[src/stepper_regs_pkg.sv]
// Constants for the status and gate predriver register bank.
// Assumes a 250 MHz system clock and the serial register frame.
package stepper_regs_pkg;
   // ************************************************************
   // Register addresses (7-bit frame address)
   // ************************************************************
   localparam logic [6:0] ADDR_WDOG_CTRL   = 7'h00;
   localparam logic [6:0] ADDR_STAT_THERM  = 7'h04;
   localparam logic [6:0] ADDR_STAT_FAULT  = 7'h05;
   localparam logic [6:0] ADDR_STAT_MSTEP  = 7'h07;
   localparam logic [6:0] ADDR_CHARGE_TOP1 = 7'h09;
   localparam logic [6:0] ADDR_DISCHARGE   = 7'h0d;
   localparam logic [6:0] ADDR_ON_SECOND   = 7'h0e;
   localparam logic [6:0] ADDR_ON_FIRST    = 7'h10;
   // ************************************************************
   // Reset values and writable-bit masks
   // ************************************************************
   localparam logic [7:0] RST_WDOG_CTRL   = 8'h04;
   localparam logic [7:0] RST_CHARGE_TOP1 = 8'h53;
   localparam logic [7:0] RST_DISCHARGE   = 8'h44;
   localparam logic [7:0] RST_ON_SECOND   = 8'h44;
   localparam logic [7:0] RST_ON_FIRST    = 8'h22;
   localparam logic [7:0] RST_MSTEP       = 8'h00;
   localparam logic [7:0] RST_FAULTS      = 8'h00;
   localparam logic [7:0] MASK_WDOG_CTRL  = 8'hfe;
   localparam logic [7:0] MASK_CHARGE     = 8'hf7;
   localparam logic [7:0] MASK_DISCHARGE  = 8'hff;
   localparam logic [7:0] MASK_ON_TIME    = 8'h77;
   // ************************************************************
   // Field positions
   // ************************************************************
   localparam int WATCHDOG_ENABLE_BIT  = 7;
   localparam int WDT_LSB   = 3;
   localparam int CMD_WRITE = 7;
   localparam logic [1:0] BAND_TOP = 2'b11;
   // ************************************************************
   // Serial frame and timing
   // ************************************************************
   localparam logic [3:0] CMD_LAST_BIT   = 4'h7;
   localparam logic [3:0] FRAME_LAST_BIT = 4'hf;
   localparam int CLK_PERIOD_NS  = 4;
   localparam int WDT_STEP_NS    = 32_000_000;
   localparam int WDOG_PULSE_NS  = 100_000_000;
   localparam int WDT_STEP_CYCLES   = WDT_STEP_NS / CLK_PERIOD_NS;
   localparam int WDOG_PULSE_CYCLES = WDOG_PULSE_NS / CLK_PERIOD_NS;
endpackage

[src/pin_filter.sv]
// Three-stage pin synchroniser with agreement filter, one per bit.
// Assumes inputs are asynchronous to i_clk.
`timescale 1ns/1ps
module pin_filter #(
   parameter int WIDTH = 1
) (
   input  wire logic             i_clk,
   input  wire logic             i_rst,
   input  wire logic [WIDTH-1:0] i_pin,
   output logic      [WIDTH-1:0] o_level
);
   logic [WIDTH-1:0] s1;
   logic [WIDTH-1:0] s2;
   logic [WIDTH-1:0] s3;

   // ************************************************************
   // Per-bit chain; output moves only when stages two and three agree
   // ************************************************************
   for (genvar b = 0; b < WIDTH; b++) begin : g_bit
      always_ff @(posedge i_clk) begin
         s1[b] <= i_pin[b];
         s2[b] <= s1[b];
         s3[b] <= s2[b];
         if (i_rst) begin
            o_level[b] <= 1'b0;
         end else if (s2[b] == s3[b]) begin
            o_level[b] <= s3[b];
         end
      end
   end
endmodule

[src/status_predriver_regs.sv]
// Serial-access status and gate predriver register bank.
// Assumes pins arrive asynchronously; fault events, microstep index
// come from logic on i_clk.
`timescale 1ns/1ps
module status_predriver_regs #(
   parameter int WDT_STEP_CYCLES   = stepper_regs_pkg::WDT_STEP_CYCLES,
   parameter int WDOG_PULSE_CYCLES = stepper_regs_pkg::WDOG_PULSE_CYCLES
) (
   input  wire logic       i_clk,
   input  wire logic       i_rst,
   input  wire logic       i_chip_select_n,
   input  wire logic       i_spi_clk,
   input  wire logic       i_spi_data_in,
   output logic            o_spi_data_out,
   input  wire logic [1:0] i_thermal_band,
   input  wire logic       i_thermal_shutdown_flag,
   input  wire logic [7:0] i_microstep_index,
   input  wire logic [7:0] i_fault_events,
   output logic            o_watchdog_reset_oe,
   output logic            o_thermal_warning,
   output logic            o_thermal_shutdown,
   output logic [6:0]      o_top_charge_current_first,
   output logic [3:0]      o_top_turnoff_current,
   output logic [3:0]      o_bottom_turnoff_current,
   output logic [2:0]      o_top_switch_on_second,
   output logic [2:0]      o_bottom_switch_on_second,
   output logic [2:0]      o_top_switch_on_first,
   output logic [2:0]      o_bottom_switch_on_first
);
   // ************************************************************
   // Pin synchronisation
   // ************************************************************
   logic [5:0] pins_f;
   logic       sclk_prev;
   logic       cs_prev;

   pin_filter #(
      .WIDTH (6)
   ) u_pins (
      .i_clk   (i_clk),
      .i_rst   (i_rst),
      .i_pin   ({~i_chip_select_n, i_spi_clk, i_spi_data_in,
                 i_thermal_band, i_thermal_shutdown_flag}),
      .o_level (pins_f)
   );

   wire       cs_n_f = ~pins_f[5]; // Filter resets to 0, read as deselected
   wire       sclk_f = pins_f[4];
   wire       di_f   = pins_f[3];
   wire [1:0] band_f = pins_f[2:1];
   wire       tsd_f  = pins_f[0];

   // Edge events of the filtered serial pins
   wire sclk_rise = !cs_n_f && sclk_f && !sclk_prev;
   wire sclk_fall = !cs_n_f && !sclk_f && sclk_prev;
   wire cs_rise   = cs_n_f && !cs_prev;

   always_ff @(posedge i_clk) begin
      sclk_prev <= i_rst ? 1'b0 : sclk_f;
      cs_prev   <= i_rst ? 1'b1 : cs_n_f;
   end

   // ************************************************************
   // Serial frame: command byte {write, addr[6:0]}, then data byte
   // ************************************************************
   logic [3:0] bit_cnt;
   logic [7:0] shift_in;
   logic [7:0] cmd;
   logic [7:0] tx;

   wire [7:0] next_shift = {shift_in[6:0], di_f};
   wire       cmd_done   = sclk_rise && (bit_cnt == stepper_regs_pkg::CMD_LAST_BIT);
   wire       data_done  = sclk_rise && (bit_cnt == stepper_regs_pkg::FRAME_LAST_BIT);
   wire       frame_new  = sclk_rise && (bit_cnt == 4'h0);
   wire       is_write   = cmd[stepper_regs_pkg::CMD_WRITE];

   // Bit counter wraps every 16 edges so reads may follow back to back
   always_ff @(posedge i_clk) begin
      if (i_rst || cs_n_f) begin
         bit_cnt  <= 4'h0;
         shift_in <= 8'h00;
      end else if (sclk_rise) begin
         bit_cnt  <= bit_cnt + 4'h1;
         shift_in <= next_shift;
      end
   end

   // Command byte is kept for the rest of the frame
   always_ff @(posedge i_clk) begin
      if (i_rst) begin
         cmd <= 8'h00;
      end else if (cmd_done) begin
         cmd <= next_shift;
      end
   end

   // ************************************************************
   // Deferred write: committed only when select returns high
   // ************************************************************
   logic       wr_pend;
   logic [6:0] wr_addr;
   logic [7:0] wr_data;

   // A new frame before select rises discards the pending write
   always_ff @(posedge i_clk) begin
      if (i_rst || cs_rise || frame_new) begin
         wr_pend <= 1'b0;
      end else if (data_done && is_write) begin
         wr_pend <= 1'b1;
      end
   end

   always_ff @(posedge i_clk) begin
      if (i_rst) begin
         wr_addr <= 7'h00;
         wr_data <= 8'h00;
      end else if (data_done && is_write) begin
         wr_addr <= cmd[6:0];
         wr_data <= next_shift;
      end
   end

   wire commit = cs_rise && wr_pend;
   wire wr_wdog = commit && (wr_addr == stepper_regs_pkg::ADDR_WDOG_CTRL);
   wire wr_chg  = commit && (wr_addr == stepper_regs_pkg::ADDR_CHARGE_TOP1);
   wire wr_dis  = commit && (wr_addr == stepper_regs_pkg::ADDR_DISCHARGE);
   wire wr_on2  = commit && (wr_addr == stepper_regs_pkg::ADDR_ON_SECOND);
   wire wr_on1  = commit && (wr_addr == stepper_regs_pkg::ADDR_ON_FIRST);

   // ************************************************************
   // Writable registers
   // ************************************************************
   logic [7:0] wdog_ctrl;
   logic [7:0] gate_charge_source_top_first;
   logic [7:0] gate_discharge_sources;
   logic [7:0] switch_on_time_second;
   logic [7:0] switch_on_time_first;
   logic       wd_fired;

   // Reserved bits are masked on write so they always read zero
   always_ff @(posedge i_clk) begin
      if (i_rst) begin
         gate_charge_source_top_first <= stepper_regs_pkg::RST_CHARGE_TOP1;
         gate_discharge_sources       <= stepper_regs_pkg::RST_DISCHARGE;
         switch_on_time_second        <= stepper_regs_pkg::RST_ON_SECOND;
         switch_on_time_first         <= stepper_regs_pkg::RST_ON_FIRST;
      end else begin
         if (wr_chg) begin
            gate_charge_source_top_first <=
               wr_data & stepper_regs_pkg::MASK_CHARGE;
         end
         if (wr_dis) begin
            gate_discharge_sources <=
               wr_data & stepper_regs_pkg::MASK_DISCHARGE;
         end
         if (wr_on2) begin
            switch_on_time_second <=
               wr_data & stepper_regs_pkg::MASK_ON_TIME;
         end
         if (wr_on1) begin
            switch_on_time_first <=
               wr_data & stepper_regs_pkg::MASK_ON_TIME;
         end
      end
   end

   // Watchdog control; a firing disarms it until software rewrites it
   always_ff @(posedge i_clk) begin
      if (i_rst) begin
         wdog_ctrl <= stepper_regs_pkg::RST_WDOG_CTRL;
      end else if (wr_wdog) begin
         wdog_ctrl <= wr_data & stepper_regs_pkg::MASK_WDOG_CTRL;
      end else if (wd_fired) begin
         wdog_ctrl[stepper_regs_pkg::WATCHDOG_ENABLE_BIT] <= 1'b0;
      end
   end

   // Predriver fields straight from the register flops
   assign o_top_charge_current_first =
      {gate_charge_source_top_first[7:4],
       gate_charge_source_top_first[2:0]};
   assign o_top_turnoff_current     = gate_discharge_sources[7:4];
   assign o_bottom_turnoff_current  = gate_discharge_sources[3:0];
   assign o_top_switch_on_second    = switch_on_time_second[6:4];
   assign o_bottom_switch_on_second = switch_on_time_second[2:0];
   assign o_top_switch_on_first     = switch_on_time_first[6:4];
   assign o_bottom_switch_on_first  = switch_on_time_first[2:0];

   // ************************************************************
   // Watchdog
   // ************************************************************
   logic watchdog_event_flag;
   // Writing enable=1 is the acknowledge that restarts the timeout
   wire  wd_kick = wr_wdog && wr_data[stepper_regs_pkg::WATCHDOG_ENABLE_BIT];

   watchdog_timer #(
      .STEP_CYCLES  (WDT_STEP_CYCLES),
      .PULSE_CYCLES (WDOG_PULSE_CYCLES)
   ) u_wdog (
      .i_clk         (i_clk),
      .i_rst         (i_rst),
      .i_enable      (wdog_ctrl[stepper_regs_pkg::WATCHDOG_ENABLE_BIT]),
      .i_kick        (wd_kick),
      .i_timeout_sel (wdog_ctrl[stepper_regs_pkg::WDT_LSB +: 4]),
      .o_fired       (wd_fired),
      .o_reset_oe    (o_watchdog_reset_oe)
   );

   // Cleared only by the device reset: tells warm from cold boot
   always_ff @(posedge i_clk) begin
      if (i_rst) begin
         watchdog_event_flag <= 1'b0;
      end else if (wd_fired) begin
         watchdog_event_flag <= 1'b1;
      end
   end

   // ************************************************************
   // Latched faults: sticky, cleared after a frame that reads the fault status ends
   // ************************************************************
   logic [7:0] fault_latch;
   logic [7:0] fault_seen;

   // New events win over the clear in the same cycle
   wire [7:0] fault_clr   = cs_rise ? fault_seen : 8'h00;
   wire [7:0] next_faults = (fault_latch & ~fault_clr) | i_fault_events;

   always_ff @(posedge i_clk) begin
      if (i_rst) begin
         fault_latch <= stepper_regs_pkg::RST_FAULTS;
      end else begin
         fault_latch <= next_faults;
      end
   end

   // ************************************************************
   // Status snapshots, refreshed only while select is high
   // ************************************************************
   logic [1:0] snap_band;
   logic       snap_tsd;
   logic       snap_wd;
   logic [7:0] snap_mstep;
   logic [7:0] snap_faults;

   // Frozen during a select-low burst so a frame reads one coherent view
   always_ff @(posedge i_clk) begin
      if (i_rst) begin
         snap_band   <= 2'b00;
         snap_tsd    <= 1'b0;
         snap_wd     <= 1'b0;
         snap_mstep  <= stepper_regs_pkg::RST_MSTEP;
         snap_faults <= stepper_regs_pkg::RST_FAULTS;
      end else if (cs_n_f) begin
         snap_band   <= band_f;
         snap_tsd    <= tsd_f;
         snap_wd     <= watchdog_event_flag;
         snap_mstep  <= i_microstep_index;
         snap_faults <= fault_latch;
      end
   end

   // Remember which fault bits software actually saw
   always_ff @(posedge i_clk) begin
      if (i_rst || cs_rise) begin
         fault_seen <= 8'h00;
      end else if (cmd_done && !next_shift[stepper_regs_pkg::CMD_WRITE]
                   && next_shift[6:0] == stepper_regs_pkg::ADDR_STAT_FAULT) begin
         fault_seen <= fault_seen | snap_faults;
      end
   end

   // Thermal band in bits 6:5, event flag in bit 4, even parity in bit 7
   wire [6:0] sr0_low = {snap_band, snap_wd, 4'h0};
   wire [7:0] status_thermal_watchdog = {^sr0_low, sr0_low};

   // ************************************************************
   // Read data select; unmapped addresses read zero
   // ************************************************************
   wire [6:0] rd_addr = next_shift[6:0];
   wire [7:0] rd_data =
      (rd_addr == stepper_regs_pkg::ADDR_WDOG_CTRL)   ? wdog_ctrl :
      (rd_addr == stepper_regs_pkg::ADDR_STAT_THERM)  ? status_thermal_watchdog :
      (rd_addr == stepper_regs_pkg::ADDR_STAT_FAULT)  ? snap_faults :
      (rd_addr == stepper_regs_pkg::ADDR_STAT_MSTEP)  ? snap_mstep :
      (rd_addr == stepper_regs_pkg::ADDR_CHARGE_TOP1) ? gate_charge_source_top_first :
      (rd_addr == stepper_regs_pkg::ADDR_DISCHARGE)   ? gate_discharge_sources :
      (rd_addr == stepper_regs_pkg::ADDR_ON_SECOND)   ? switch_on_time_second :
      (rd_addr == stepper_regs_pkg::ADDR_ON_FIRST)    ? switch_on_time_first :
      8'h00;

   // Data leaves MSB first, changing on falling clock edges
   always_ff @(posedge i_clk) begin
      if (i_rst || cs_n_f) begin
         tx             <= 8'h00;
         o_spi_data_out <= 1'b0;
      end else if (cmd_done) begin
         tx <= next_shift[stepper_regs_pkg::CMD_WRITE] ? 8'h00 : rd_data;
      end else if (sclk_fall) begin
         o_spi_data_out <= tx[7];
         tx             <= {tx[6:0], 1'b0};
      end
   end
   // ************************************************************
   // Thermal decode from the live, filtered comparator levels
   // ************************************************************
   wire band_top = (band_f == stepper_regs_pkg::BAND_TOP);
   // Live levels, so a warning never waits for select to rise
   always_ff @(posedge i_clk) begin
      o_thermal_warning  <= !i_rst && band_top && !tsd_f;
      o_thermal_shutdown <= !i_rst && band_top && tsd_f;
   end
endmodule

[src/watchdog_timer.sv]
// Watchdog timeout counter and reset pulse timer.
// Assumes enable and kick come from the register bank on i_clk.
`timescale 1ns/1ps
module watchdog_timer #(
   parameter int STEP_CYCLES  = stepper_regs_pkg::WDT_STEP_CYCLES,
   parameter int PULSE_CYCLES = stepper_regs_pkg::WDOG_PULSE_CYCLES
) (
   input  wire logic       i_clk,
   input  wire logic       i_rst,
   input  wire logic       i_enable,
   input  wire logic       i_kick,
   input  wire logic [3:0] i_timeout_sel,
   output logic            o_fired,
   output logic            o_reset_oe
);
   logic [31:0] step_cnt;
   logic [3:0]  step_num;
   logic [31:0] pulse_cnt;
   logic [31:0] chk_len;
   wire step_wrap = (step_cnt == 32'(STEP_CYCLES - 1));
   wire expire    = i_enable && !o_reset_oe && step_wrap
                    && (step_num == i_timeout_sel);

   // ************************************************************
   // Timeout: (sel+1) steps of STEP_CYCLES, restarted by a kick
   // ************************************************************
   always_ff @(posedge i_clk) begin
      if (i_rst || i_kick || !i_enable || o_reset_oe) begin
         step_cnt <= 32'h0;
         step_num <= 4'h0;
      end else if (step_wrap) begin
         step_cnt <= 32'h0;
         step_num <= step_num + 4'h1;
      end else begin
         step_cnt <= step_cnt + 32'h1;
      end
   end

   // Reset pulse holds the pin low for PULSE_CYCLES
   always_ff @(posedge i_clk) begin
      if (i_rst) begin
         o_fired    <= 1'b0;
         o_reset_oe <= 1'b0;
         pulse_cnt  <= 32'h0;
      end else begin
         o_fired <= expire;
         if (expire) begin
            o_reset_oe <= 1'b1;
            pulse_cnt  <= 32'h0;
         end else if (o_reset_oe) begin
            pulse_cnt  <= pulse_cnt + 32'h1;
            if (pulse_cnt == 32'(PULSE_CYCLES - 1)) begin
               o_reset_oe <= 1'b0;
            end
         end
      end
   end

   // Helper: length of the current low pulse
   always_ff @(posedge i_clk) begin
      chk_len <= (i_rst || !o_reset_oe) ? 32'h0 : chk_len + 32'h1;
   end
endmodule
[config.mk]
export PLATFORM = sky130hd
export DESIGN_NAME = status_predriver_regs
export DESIGN_NICKNAME = d
export VERILOG_FILES = /design/src/stepper_regs_pkg.sv /design/src/pin_filter.sv /design/src/status_predriver_regs.sv /design/src/watchdog_timer.sv
export SDC_FILE = /design/constraint.sdc
export NUM_CORES = 1
export LEC_CHECK = 0
export ABC_CLOCK_PERIOD_IN_PS = 5100
export BUFFER_PORTS_ARGS = -buffer_cell sky130_fd_sc_hd__buf_2
export CORE_ASPECT_RATIO = 0.7
export CORE_MARGIN = 4
export CORE_UTILIZATION = 65
export CTS_BUF_LIST = sky130_fd_sc_hd__clkbuf_16
export DETAILED_ROUTE_END_ITERATION = 6
export PLACE_DENSITY_LB_ADDON = 0.05
export SYNTH_ARGS = -nofsm -noshare
export SYNTH_HDL_FRONTEND = slang
export SYNTH_SLANG_ARGS = --single-unit
export TNS_END_PERCENT = 10
[constraint.sdc]
create_clock -name i_clk -period 5.1 [get_ports i_clk]
set_input_delay 0.51 -clock i_clk [delete_from_list [all_inputs] [get_ports i_clk]]
set_output_delay 0.51 -clock i_clk [all_outputs]
set_load 0.05 [all_outputs]
Yosys cells after proc, flatten, opt, wreduce, memory -nomap -nowiden
Cells that the tools add are included.
{ "op_classes": {"add_sub_neg": 4, "n_eq_ne": 23, "muxes": 17, "bitwise": 7, "reduce_logical": 47} }
{ "op_table": {"columns": ["op", "n"], "rows": [
  ["$mux W8", 10],
  ["$add A32 B1 Y32 const B", 2],
  ["$eq A7 B4 Y1 const B", 6],
  ["$eq A32 B23 Y1 const B", 1],
  ["$eq A32 B25 Y1 const B", 1],
  ["$logic_and A1 B1 Y1", 24],
  ["$eq A7 B3 Y1 const B", 3],
  ["$or A8 B8 Y8", 2],
  ["$eq A7 B5 Y1 const B", 2],
  ["$logic_not A7 Y1", 2],
  ["$mux W7", 2],
  ["$add A4 B1 Y4 const B", 2],
  ["$and A8 B8 Y8", 1],
  ["$logic_not A1 Y1", 8],
  ["$not A8 Y8", 1],
  ["$reduce_xor A7 Y1", 1],
  ["$eq A1 B1 Y1", 6],
  ["$logic_or A1 B1 Y1", 6],
  ["$mux W1", 5],
  ["$eq A4 B3 Y1 const B", 1],
  ["$eq A4 B4 Y1", 1],
  ["$eq A4 B4 Y1 const B", 1],
  ["$logic_not A4 Y1", 1],
  ["$reduce_bool A2 Y1", 2],
  ["other kinds (4)", 7]
]} }
{ "word_totals": {"regBits": 212, "in_bits": 24} }

Longest topological paths before layout
Gate-level depths: netlist of run 1.
{ "depth": {"depth_word": 11, "depth_mapped": 8} }

Cells and area by module
A second synthesis of run 1 with hierarchy kept.
{ "unflattened": {"hier_cells": 1002, "hier_area_um2": 9102.5} }
{ "modules_own_cells": {"columns": ["module", "n_inst", "cells_each", "area_per_inst_um2", "seq_area_each_um2"], "rows": [
  ["status_predriver_regs", 1, 566, 5083.6, 2362.3],
  ["watchdog_timer", 1, 394, 3455.8, 1401.3],
  ["pin_filter", 1, 42, 563.0, 480.5]
]} }

Worst setup path after synthesis of run 1
No wires, ideal clock.
{ "synth_path": {"path_type": "reg-to-reg", "startpoint": "register u_wdog.o_reset_oe", "endpoint": "register u_wdog.pulse_cnt[31]", "setup_time_ns": 0.070, "arrival_ns": 2.222, "required_time_ns": 5.030, "slack_ns": 2.808, "stages_incl_launch_ff": 9, "n_path_buf": 3, "cell_sequence": "dfxtp_1 -> clkbuf_1 -> and4_1 -> clkbuf_1 -> and4_1 -> buf_2 -> nand4_1 -> or3_1 -> a21oi_1"} }
{ "synth_between": {"elab_chain_len": 5} }
{ "synth_rtl": {"columns": ["element", "line", "rtl"], "rows": [
  ["start, declared", "watchdog_timer.sv:14", "output logic o_reset_oe"],
  ["start signal, assigned", "watchdog_timer.sv:43", "o_reset_oe <= 1'b0;"],
  ["start signal, assigned", "watchdog_timer.sv:48", "o_reset_oe <= 1'b1;"],
  ["start signal, assigned", "watchdog_timer.sv:53", "o_reset_oe <= 1'b0;"],
  ["$logic_not A1 Y1", "watchdog_timer.sv:21", "wire expire = i_enable && !o_reset_oe && step_wrap"],
  ["$logic_and A1 B1 Y1 (2 in a row)", "watchdog_timer.sv:21", null],
  ["$logic_and A1 B1 Y1", "watchdog_timer.sv:22", "&& (step_num == i_timeout_sel);"],
  ["$reduce_or A2 Y1 (no source line)", null, null],
  ["end signal, assigned", "watchdog_timer.sv:51", "pulse_cnt <= pulse_cnt + 32'h1;"],
  ["end, declared", "watchdog_timer.sv:18", "logic [31:0] pulse_cnt;"]
]} }
Parallel ways exist; a longest one is shown, timed or not.
A chain may end at the register's enable or synchronous reset.

Final worst setup path of run 1
{ "layout_path": {"startpoint": "register u_wdog.step_cnt[0]", "endpoint": "register u_wdog.pulse_cnt[26]"} }
{ "layout_between": {"elab_chain_len": 4} }
{ "layout_rtl": {"columns": ["element", "line", "rtl"], "rows": [
  ["start, declared", "watchdog_timer.sv:16", "logic [31:0] step_cnt;"],
  ["start signal, assigned", "watchdog_timer.sv:35", "step_cnt <= step_cnt + 32'h1;"],
  ["$eq A32 B23 Y1", "watchdog_timer.sv:20", "wire step_wrap = (step_cnt == 32'(STEP_CYCLES - 1));"],
  ["$logic_and A1 B1 Y1", "watchdog_timer.sv:21", null],
  ["$logic_and A1 B1 Y1", "watchdog_timer.sv:22", null],
  ["$reduce_or A2 Y1 (no source line)", null, null]
]} }
No other way between the ends.

==> out/metrics.cfg, run 1 <==
[outcome]
status=completed

[route]
ant_nets=0
vias=6945
vias_per_cell=6.00
wl_um=20000
drc=0
drt_iter0_markers=511
avgRoutedWirePerCell_um=17.3
dr.pass1.iters=5

[yosys]
synth_area_per_cell_sq_um=9.01
yosys-top-cells-area=dfxtp_1, nor2_1, mux2i_1, xor2_1, a21oi_1
synth_edf_count=0
ys_seq_elements=212
synth.net_count=978
synth_area_sq_um=8550
synth_top_area_share_pct=49.6
synth_warnings=0
ys_types=59
ys_seq_area_share_pct=49.6
synthTopCellsByCount=dfxtp_1, nor2_1, nand2_1
synth.most_common_cell=dfxtp_1
ys.flop_type=dfxtp_1
synthCells=949
async_flop_share_pct=0
synth_area_leader_cell=dfxtp_1

[setup_path]
r2r-start=u_wdog.step_cnt[0]$_SDFF_PP0_
cp-startpoint=u_wdog.step_cnt[0]$_SDFF_PP0_
rr_worst_depth=6
crit_chain=ha_1 -> inv_1 -> or3_4 -> nor4_1 -> a21o_1 -> nor2_1
slowest_stage=a21o_1
reg2reg_to=u_wdog.pulse_cnt[26]$_SDFFE_PP0P_
setup.worst_path.class=reg -> reg
cp-end-kind=register
crit_required_ps=5430
critPathMaxFanout=32
start_kind=register
cpPeakStageDelay_ps=890
rrSetupSlack_ps=2050
cp.arrival_ps=3380
crit_end=u_wdog.pulse_cnt[26]$_SDFFE_PP0P_

[power_and_ir_drop]
peakVddDrop_v=0.000223
leakage_nw=3.47
power_density_nw_per_um2=345

[grt]
grt_overflow=0
grt_antenna_before_repair=0
grt_start_max_net_pins=60
grtUsageTotal_pct=26.0
grt_pass1_vias=6669
grt_pass1_wl_um=33500

[sta]
finalCriticalPeriod_ps=3050
min_period_over_period_pct=59.8
setup-violations-final=0
rsz0062_at_grt=false
slew_viol_final=0
worst_pin_slew_ps=1310
setup_tns_ps=0
finalHoldViolations=0
final.setup_skew_ps=10.4
max_slew_margin_pct=11.7
setup_slack_ps=2050
fmax_mhz=328

[worst_hold_path]
min_from=i_thermal_shutdown_flag
hold_class=in -> reg

[layout]
multiInputGateArea_sq_um=4050
layout.nets=1012
n_fill_cell=918
seq_area_sq_um=4240
n_antenna_cell=0
fin_cells=1158
layout-drive-gt1-share_pct=10.4
area_delta_synth_final_pct=11.4

[placed_design]
dp_hpwl_um=13400
io_buffer_count=54
finalWeightedCongestion=0.878
post-place-ws_ps=2140
placed_cells=1123

[clock_network]
cts_tree=done
clkTransAtPathRegs_ps=70
cts_root_buf=clkbuf_16
cts_post_setup_buffers_inserted=0
hold_buffers=0
clkSinkCount=212
clk_path_buf_depth=3
insertion_delay_ps=490
cts_buffers=20
htree_levels=1
post_cts_resized=0

[floorplanning]
die_x_um=145
die_area_sq_um=15100
io_pins=55
core_area_sq_um=12600
row_count=34
die_y_um=104
start_util_pct=67.7

[run]
maxCapViolations=0

## sequential cells by signal (all words and copies together) (netlist names), 8 cells and up
| register | count |
|---|---|
| cmd | 8 |
| snap_mstep | 8 |
| fault_seen | 8 |
| gate_discharge_sources | 8 |
| u_wdog.step_cnt | 32 |
| wr_data | 8 |
| tx | 8 |
| snap_faults | 8 |
| u_wdog.pulse_cnt | 32 |
| fault_latch | 8 |
## report_power, final
group          switching [W]  internal (W)  leakage, nW  total (W)
Clock               0.000620      0.000895        0.337    0.00151
Combinational      0.0000485     0.0000283         1.41  0.0000768
Sequential         0.0000188       0.00168         1.72    0.00170
## cell families (layout without fill, tap and decap cells)
group	count (synthesis)	count (layout)	share of synthesized area, %
buffers and inverters	64	111	3.04
flip-flops	212	212	49.6
AO/OA/AOI/OAI	131	131	9.32
adder cells (fa/ha/maj)	5	5	0.731
AND/OR/NAND/NOR	407	407	22.9
multiplexers	63	63	7.39
XOR/XNOR	67	67	7.04
## per-layer routing
layer	track usage, %	vias up	share of wire, %
li1	-	3338	-
met1	35.3	3350	44
met2	43.3	217	48
met3	4.57	40	6.0
met4	6.84	0	2.0
met5	0	-	0
## metrics by stage
step	hold slack [ps]	total power (W)	utilization, %	area, sq um
after floorplan	310	0.00179	-	8550
after global placement	311	0.00181	70.2	8860
after detailed placement	312	0.00181	70.2	8860
after CTS	104	0.00330	75.4	9530
after global routing	116	0.00338	75.4	9530
final	116	0.00329	75.4	9530
## critical path, delay by kind of cell, from the launching register on
kind	cells	cell delay, ps
AO/OA/AOI/OAI	1	890
adder cells (fa/ha/maj)	1	240
AND/OR/NAND/NOR	3	1260
flip-flops	1	390
buffers and inverters	1	110
## cell usage in the layout, fill, tap and decap left out, types with 9 or more instances in the layout
| cell type | synthesis | final |
|---|---|---|
| dfxtp_1 | 212 | 212 |
| xnor2_1 | 16 | 16 |
| inv_1 | 18 | 22 |
| nand3_1 | 40 | 40 |
| o21ai_0 | 27 | 27 |
| a211o_1 | 9 | 9 |
| a21oi_1 | 60 | 60 |
| nor3_1 | 13 | 13 |
| nor2_1 | 175 | 175 |
| xor2_1 | 50 | 50 |
| mux2i_1 | 62 | 62 |
| and3_1 | 9 | 9 |
| nand4_1 | 28 | 28 |
| buf_2 | 7 | 54 |
| nand2_1 | 80 | 80 |
| clkbuf_16 | 0 | 21 |
## worst min-delay path by stage
stage,to,slack [ps],depth (start not counted)
after global placement,u_pins.s2[0]$_DFF_P_,310,0
final,u_pins.s1[0]$_DFF_P_,120,1
after global routing,u_pins.s1[3]$_DFF_P_,120,1
after floorplan,u_pins.s2[0]$_DFF_P_,310,0
after detailed placement,u_pins.s2[1]$_DFF_P_,310,0
after CTS,u_pins.s1[0]$_DFF_P_,100,1
## cell type report
type | instances | share of cell area (%)
Inverter | 18 | 0.709
Clock buffer | 21 | 5.52
Tap cell | 162 | 2.13
Timing Repair Buffer | 58 | 3.15
Clock inverter | 14 | 1.44
Sequential cell | 212 | 44.5
Multi-Input combinational cell | 673 | 42.5
(Power assumes the default switching activity.)
==> run 2: changes to the inputs <==
--- a/config.mk
+++ b/config.mk
@@ -5,11 +5,12 @@
 export SDC_FILE = /design/constraint.sdc
 export NUM_CORES = 1
 export LEC_CHECK = 0
-export ABC_CLOCK_PERIOD_IN_PS = 5100
+export ABC_AREA = 1
+export ABC_CLOCK_PERIOD_IN_PS = 2800
 export BUFFER_PORTS_ARGS = -buffer_cell sky130_fd_sc_hd__buf_2
 export CORE_ASPECT_RATIO = 0.7
 export CORE_MARGIN = 4
-export CORE_UTILIZATION = 65
+export CORE_UTILIZATION = 55
 export CTS_BUF_LIST = sky130_fd_sc_hd__clkbuf_16
 export DETAILED_ROUTE_END_ITERATION = 6
 export PLACE_DENSITY_LB_ADDON = 0.05
==> constraint.sdc (replaced) <==
create_clock -name i_clk -period 2.8 [get_ports i_clk]
set_input_delay 0.28 -clock i_clk [delete_from_list [all_inputs] [get_ports i_clk]]
set_output_delay 0.28 -clock i_clk [all_outputs]
set_load 0.05 [all_outputs]
==> out/metrics.cfg, run 2 <==
[outcome]
status=completed  ; unchanged

[yosys]
yosys-top-cells-area=dfxtp_1, nand2_1, a21oi_1, inv_1, nor2_1  ; was dfxtp_1, nor2_1, mux2i_1, xor2_1, a21oi_1
synth_area_sq_um=9260  ; was 8550 sq um
synth_area_leader_cell=dfxtp_1  ; unchanged
ys.flop_type=dfxtp_1  ; unchanged
synth_edf_count=0  ; unchanged
async_flop_share_pct=0  ; unchanged
synth.net_count=1229  ; was 978
ys_seq_elements=212  ; unchanged
synth_top_area_share_pct=45.8  ; was 49.6%
synthTopCellsByCount=dfxtp_1, nand2_1, inv_1  ; was dfxtp_1, nor2_1, nand2_1
synth_warnings=0  ; unchanged
synthCells=1200  ; was 949
ys_types=46  ; was 59
synth.most_common_cell=dfxtp_1  ; unchanged
ys_seq_area_share_pct=45.8  ; was 49.6%
synth_area_per_cell_sq_um=7.72  ; was 9.01 sq um

[sta]
finalHoldViolations=0  ; unchanged
finalCriticalPeriod_ps=2120  ; was 3050 ps
rsz0062_at_grt=false  ; unchanged
min_period_over_period_pct=75.9  ; was 59.8%
final.setup_skew_ps=17.3  ; was 10.4 ps
setup_tns_ps=0  ; unchanged
setup-violations-final=0  ; unchanged
worst_pin_slew_ps=736  ; was 1310 ps
fmax_mhz=471  ; was 328 MHz
slew_viol_final=0  ; unchanged
max_slew_margin_pct=51.0  ; was 11.7%

[power_and_ir_drop]
total_power_w=0.00586  ; was 0.00329 W
power_density_nw_per_um2=561  ; was 345 nW/um^2
leakage_nw=4.00  ; was 3.47 nW
peakVddDrop_v=0.000400  ; was 0.000223 V

[grt]
grt_pass1_vias=7378  ; was 6669
grt_overflow=0  ; unchanged
grt_antenna_before_repair=0  ; unchanged
grt_pass1_wl_um=37400  ; was 33500 um
grtUsageTotal_pct=23.8  ; was 26.0%
grt_start_max_net_pins=47  ; was 60

[clock_network]
clkSinkCount=212  ; unchanged
insertion_delay_ps=500  ; was 490 ps
post_cts_resized=0  ; unchanged
clkTransAtPathRegs_ps=60  ; was 70 ps
cts_tree=done  ; unchanged
cts_buffers=21  ; was 20
htree_levels=1  ; unchanged
clk_path_buf_depth=3  ; unchanged
cts_root_buf=clkbuf_16  ; unchanged

[setup_path]
start_kind=register  ; unchanged
cp_top_family=simple AND/OR/NAND/NOR gates  ; unchanged
critPathMaxFanout=18  ; was 32
crit_required_ps=3170  ; was 5430 ps
cp-startpoint=u_wdog.step_cnt[0]$_SDFF_PP0_  ; unchanged
slowest_stage=nand2_2  ; was a21o_1
crit_chain=ha_1 -> nand2_1 -> nor2_2 -> nand2_1 -> nor3_1 -> nand2_1 -> nand2_2 -> buf_12 -> nor3b_2  ; was ha_1 -> inv_1 -> or3_4 -> nor4_1 -> a21o_1 -> nor2_1
cp-end-kind=register  ; unchanged
cp_num_buf_inv=1  ; unchanged
critPathMostFrequentCell=nand2_1
cpPeakStageDelay_ps=380  ; was 890 ps
r2r-start=u_wdog.step_cnt[0]$_SDFF_PP0_  ; unchanged
setup.worst_path.class=reg -> reg  ; unchanged
cp.arrival_ps=2500  ; was 3380 ps
rrSetupSlack_ps=680  ; was 2050 ps

[layout]
final_core_util_pct=63.8  ; was 75.4%
layout-drive-gt1-share_pct=12.1  ; was 10.4%
area_delta_synth_final_pct=13.0  ; was 11.4%
n_antenna_cell=0  ; unchanged
layout.nets=1293  ; was 1012
reg.largest.list=u_wdog.pulse_cnt x32, u_wdog.step_cnt x32  ; unchanged
layout_commonest_cell=dfxtp_1  ; unchanged
final_cell_mix=dfxtp_1, nand2_1, inv_1  ; was dfxtp_1, nor2_1, nand2_1

[floorplanning]
die_x_um=163  ; was 145 um
die_y_um=117  ; was 104 um
start_util_pct=56.5  ; was 67.7%
die_area_sq_um=19000  ; was 15100 sq um
row_count=39  ; was 34
core_area_sq_um=16400  ; was 12600 sq um
io_pins=55  ; unchanged

[route]
ant_nets=0  ; unchanged
drt_iter0_markers=712  ; was 511
vias=8031  ; was 6945
avgRoutedWirePerCell_um=14.9  ; was 17.3 um
drc=0  ; unchanged
vias_per_cell=5.34  ; was 6.00
dr.pass1.iters=7  ; was 5
wl_um=22400  ; was 20000 um

[placed_design]
finalWeightedCongestion=0.914  ; was 0.878
io_buffer_count=54  ; unchanged
dp_hpwl_um=16000  ; was 13400 um

[run]
maxCapViolations=0  ; unchanged

[worst_hold_path]
min_from=i_fault_events[1]  ; was i_thermal_shutdown_flag
hold_class=in -> reg  ; unchanged

-- run 2: changes by cell type after synthesis, sizes merged, moves of 12 or more --
cell    change
inv       +124
a21oi      +48
clkbuf     -13
nand2     +122
o21ai      +63
mux2i      -62
nand3      +39
nor3       +37
xor2       -26
nor2       -31
o211ai     +12
-- run 2: timing repair --
item                                   4_1_cts  5_1_grt
hold buffers                                13        0
endpoints found under the hold margin       13        0
buffers inserted                             0        0
-- run 2: worst reg2reg max path, delay by kind of cell (launching register included) --
kind,cells,cell delay (ps)
fa+ha+maj,1,170
simple gates,7,1280
flops,1,350
buf+inv,1,210
-- run 2: logic make-up after synthesis --
| logic type | Yosys count | share of synthesized area, % |
|---|---|---|
| flip-flops | 212 | 45.8 |
| AO/OA/AOI/OAI | 231 | 13.3 |
| XOR/XNOR | 36 | 3.41 |
| AND/OR/NAND/NOR | 538 | 29.0 |
| adder cells (fa/ha/maj) | 5 | 0.676 |
| buffers and inverters | 178 | 7.72 |
-- run 2: path summary, 6_finish.rpt --
kind                                                  endpoint  cells past startpoint
worst min register to register            u_pins.s2[1]$_DFF_P_                      0
worst min-delay path                 fault_latch[1]$_SDFF_PP0_                      3
worst max register to register  u_wdog.step_cnt[18]$_SDFF_PP0_                      9
worst max-delay path            u_wdog.step_cnt[18]$_SDFF_PP0_                      9
-- run 2: area by class of cell --
type | count | area, sq um
Clock buffer | 21 | 526
Fill cell | 1547 | 5940
Sequential cell | 212 | 4240
Clock inverter | 16 | 96.3
Inverter | 145 | 546
Tap cell | 225 | 282
Multi-Input combinational cell | 810 | 4300
Timing Repair Buffer | 74 | 465
-- run 2: power breakdown --
part           switching, W  internal (W)  total (W)
sequential        0.0000275       0.00306    0.00309
combinational      0.000105     0.0000588   0.000164
clock               0.00116       0.00145    0.00261
-- run 2: layer usage --
layer	vias up	wire length [um]	track usage, %
met5	-	0	0
met4	0	464	5.31
met3	40	1230	3.28
met2	229	9690	36.7
met1	3649	11000	35.7
li1	4113	-	-
-- run 2: per-stage QoR --
stage	hold WS [ps]	area [sq um]	instances	setup slack [ps]
global placement	310	9710	1453	736
finish	22.7	10500	1503	675
detailed placement	312	9710	1453	645
CTS	4.46	10500	1503	629
global route	20.9	10500	1503	399
floorplan	308	9260	1200	919
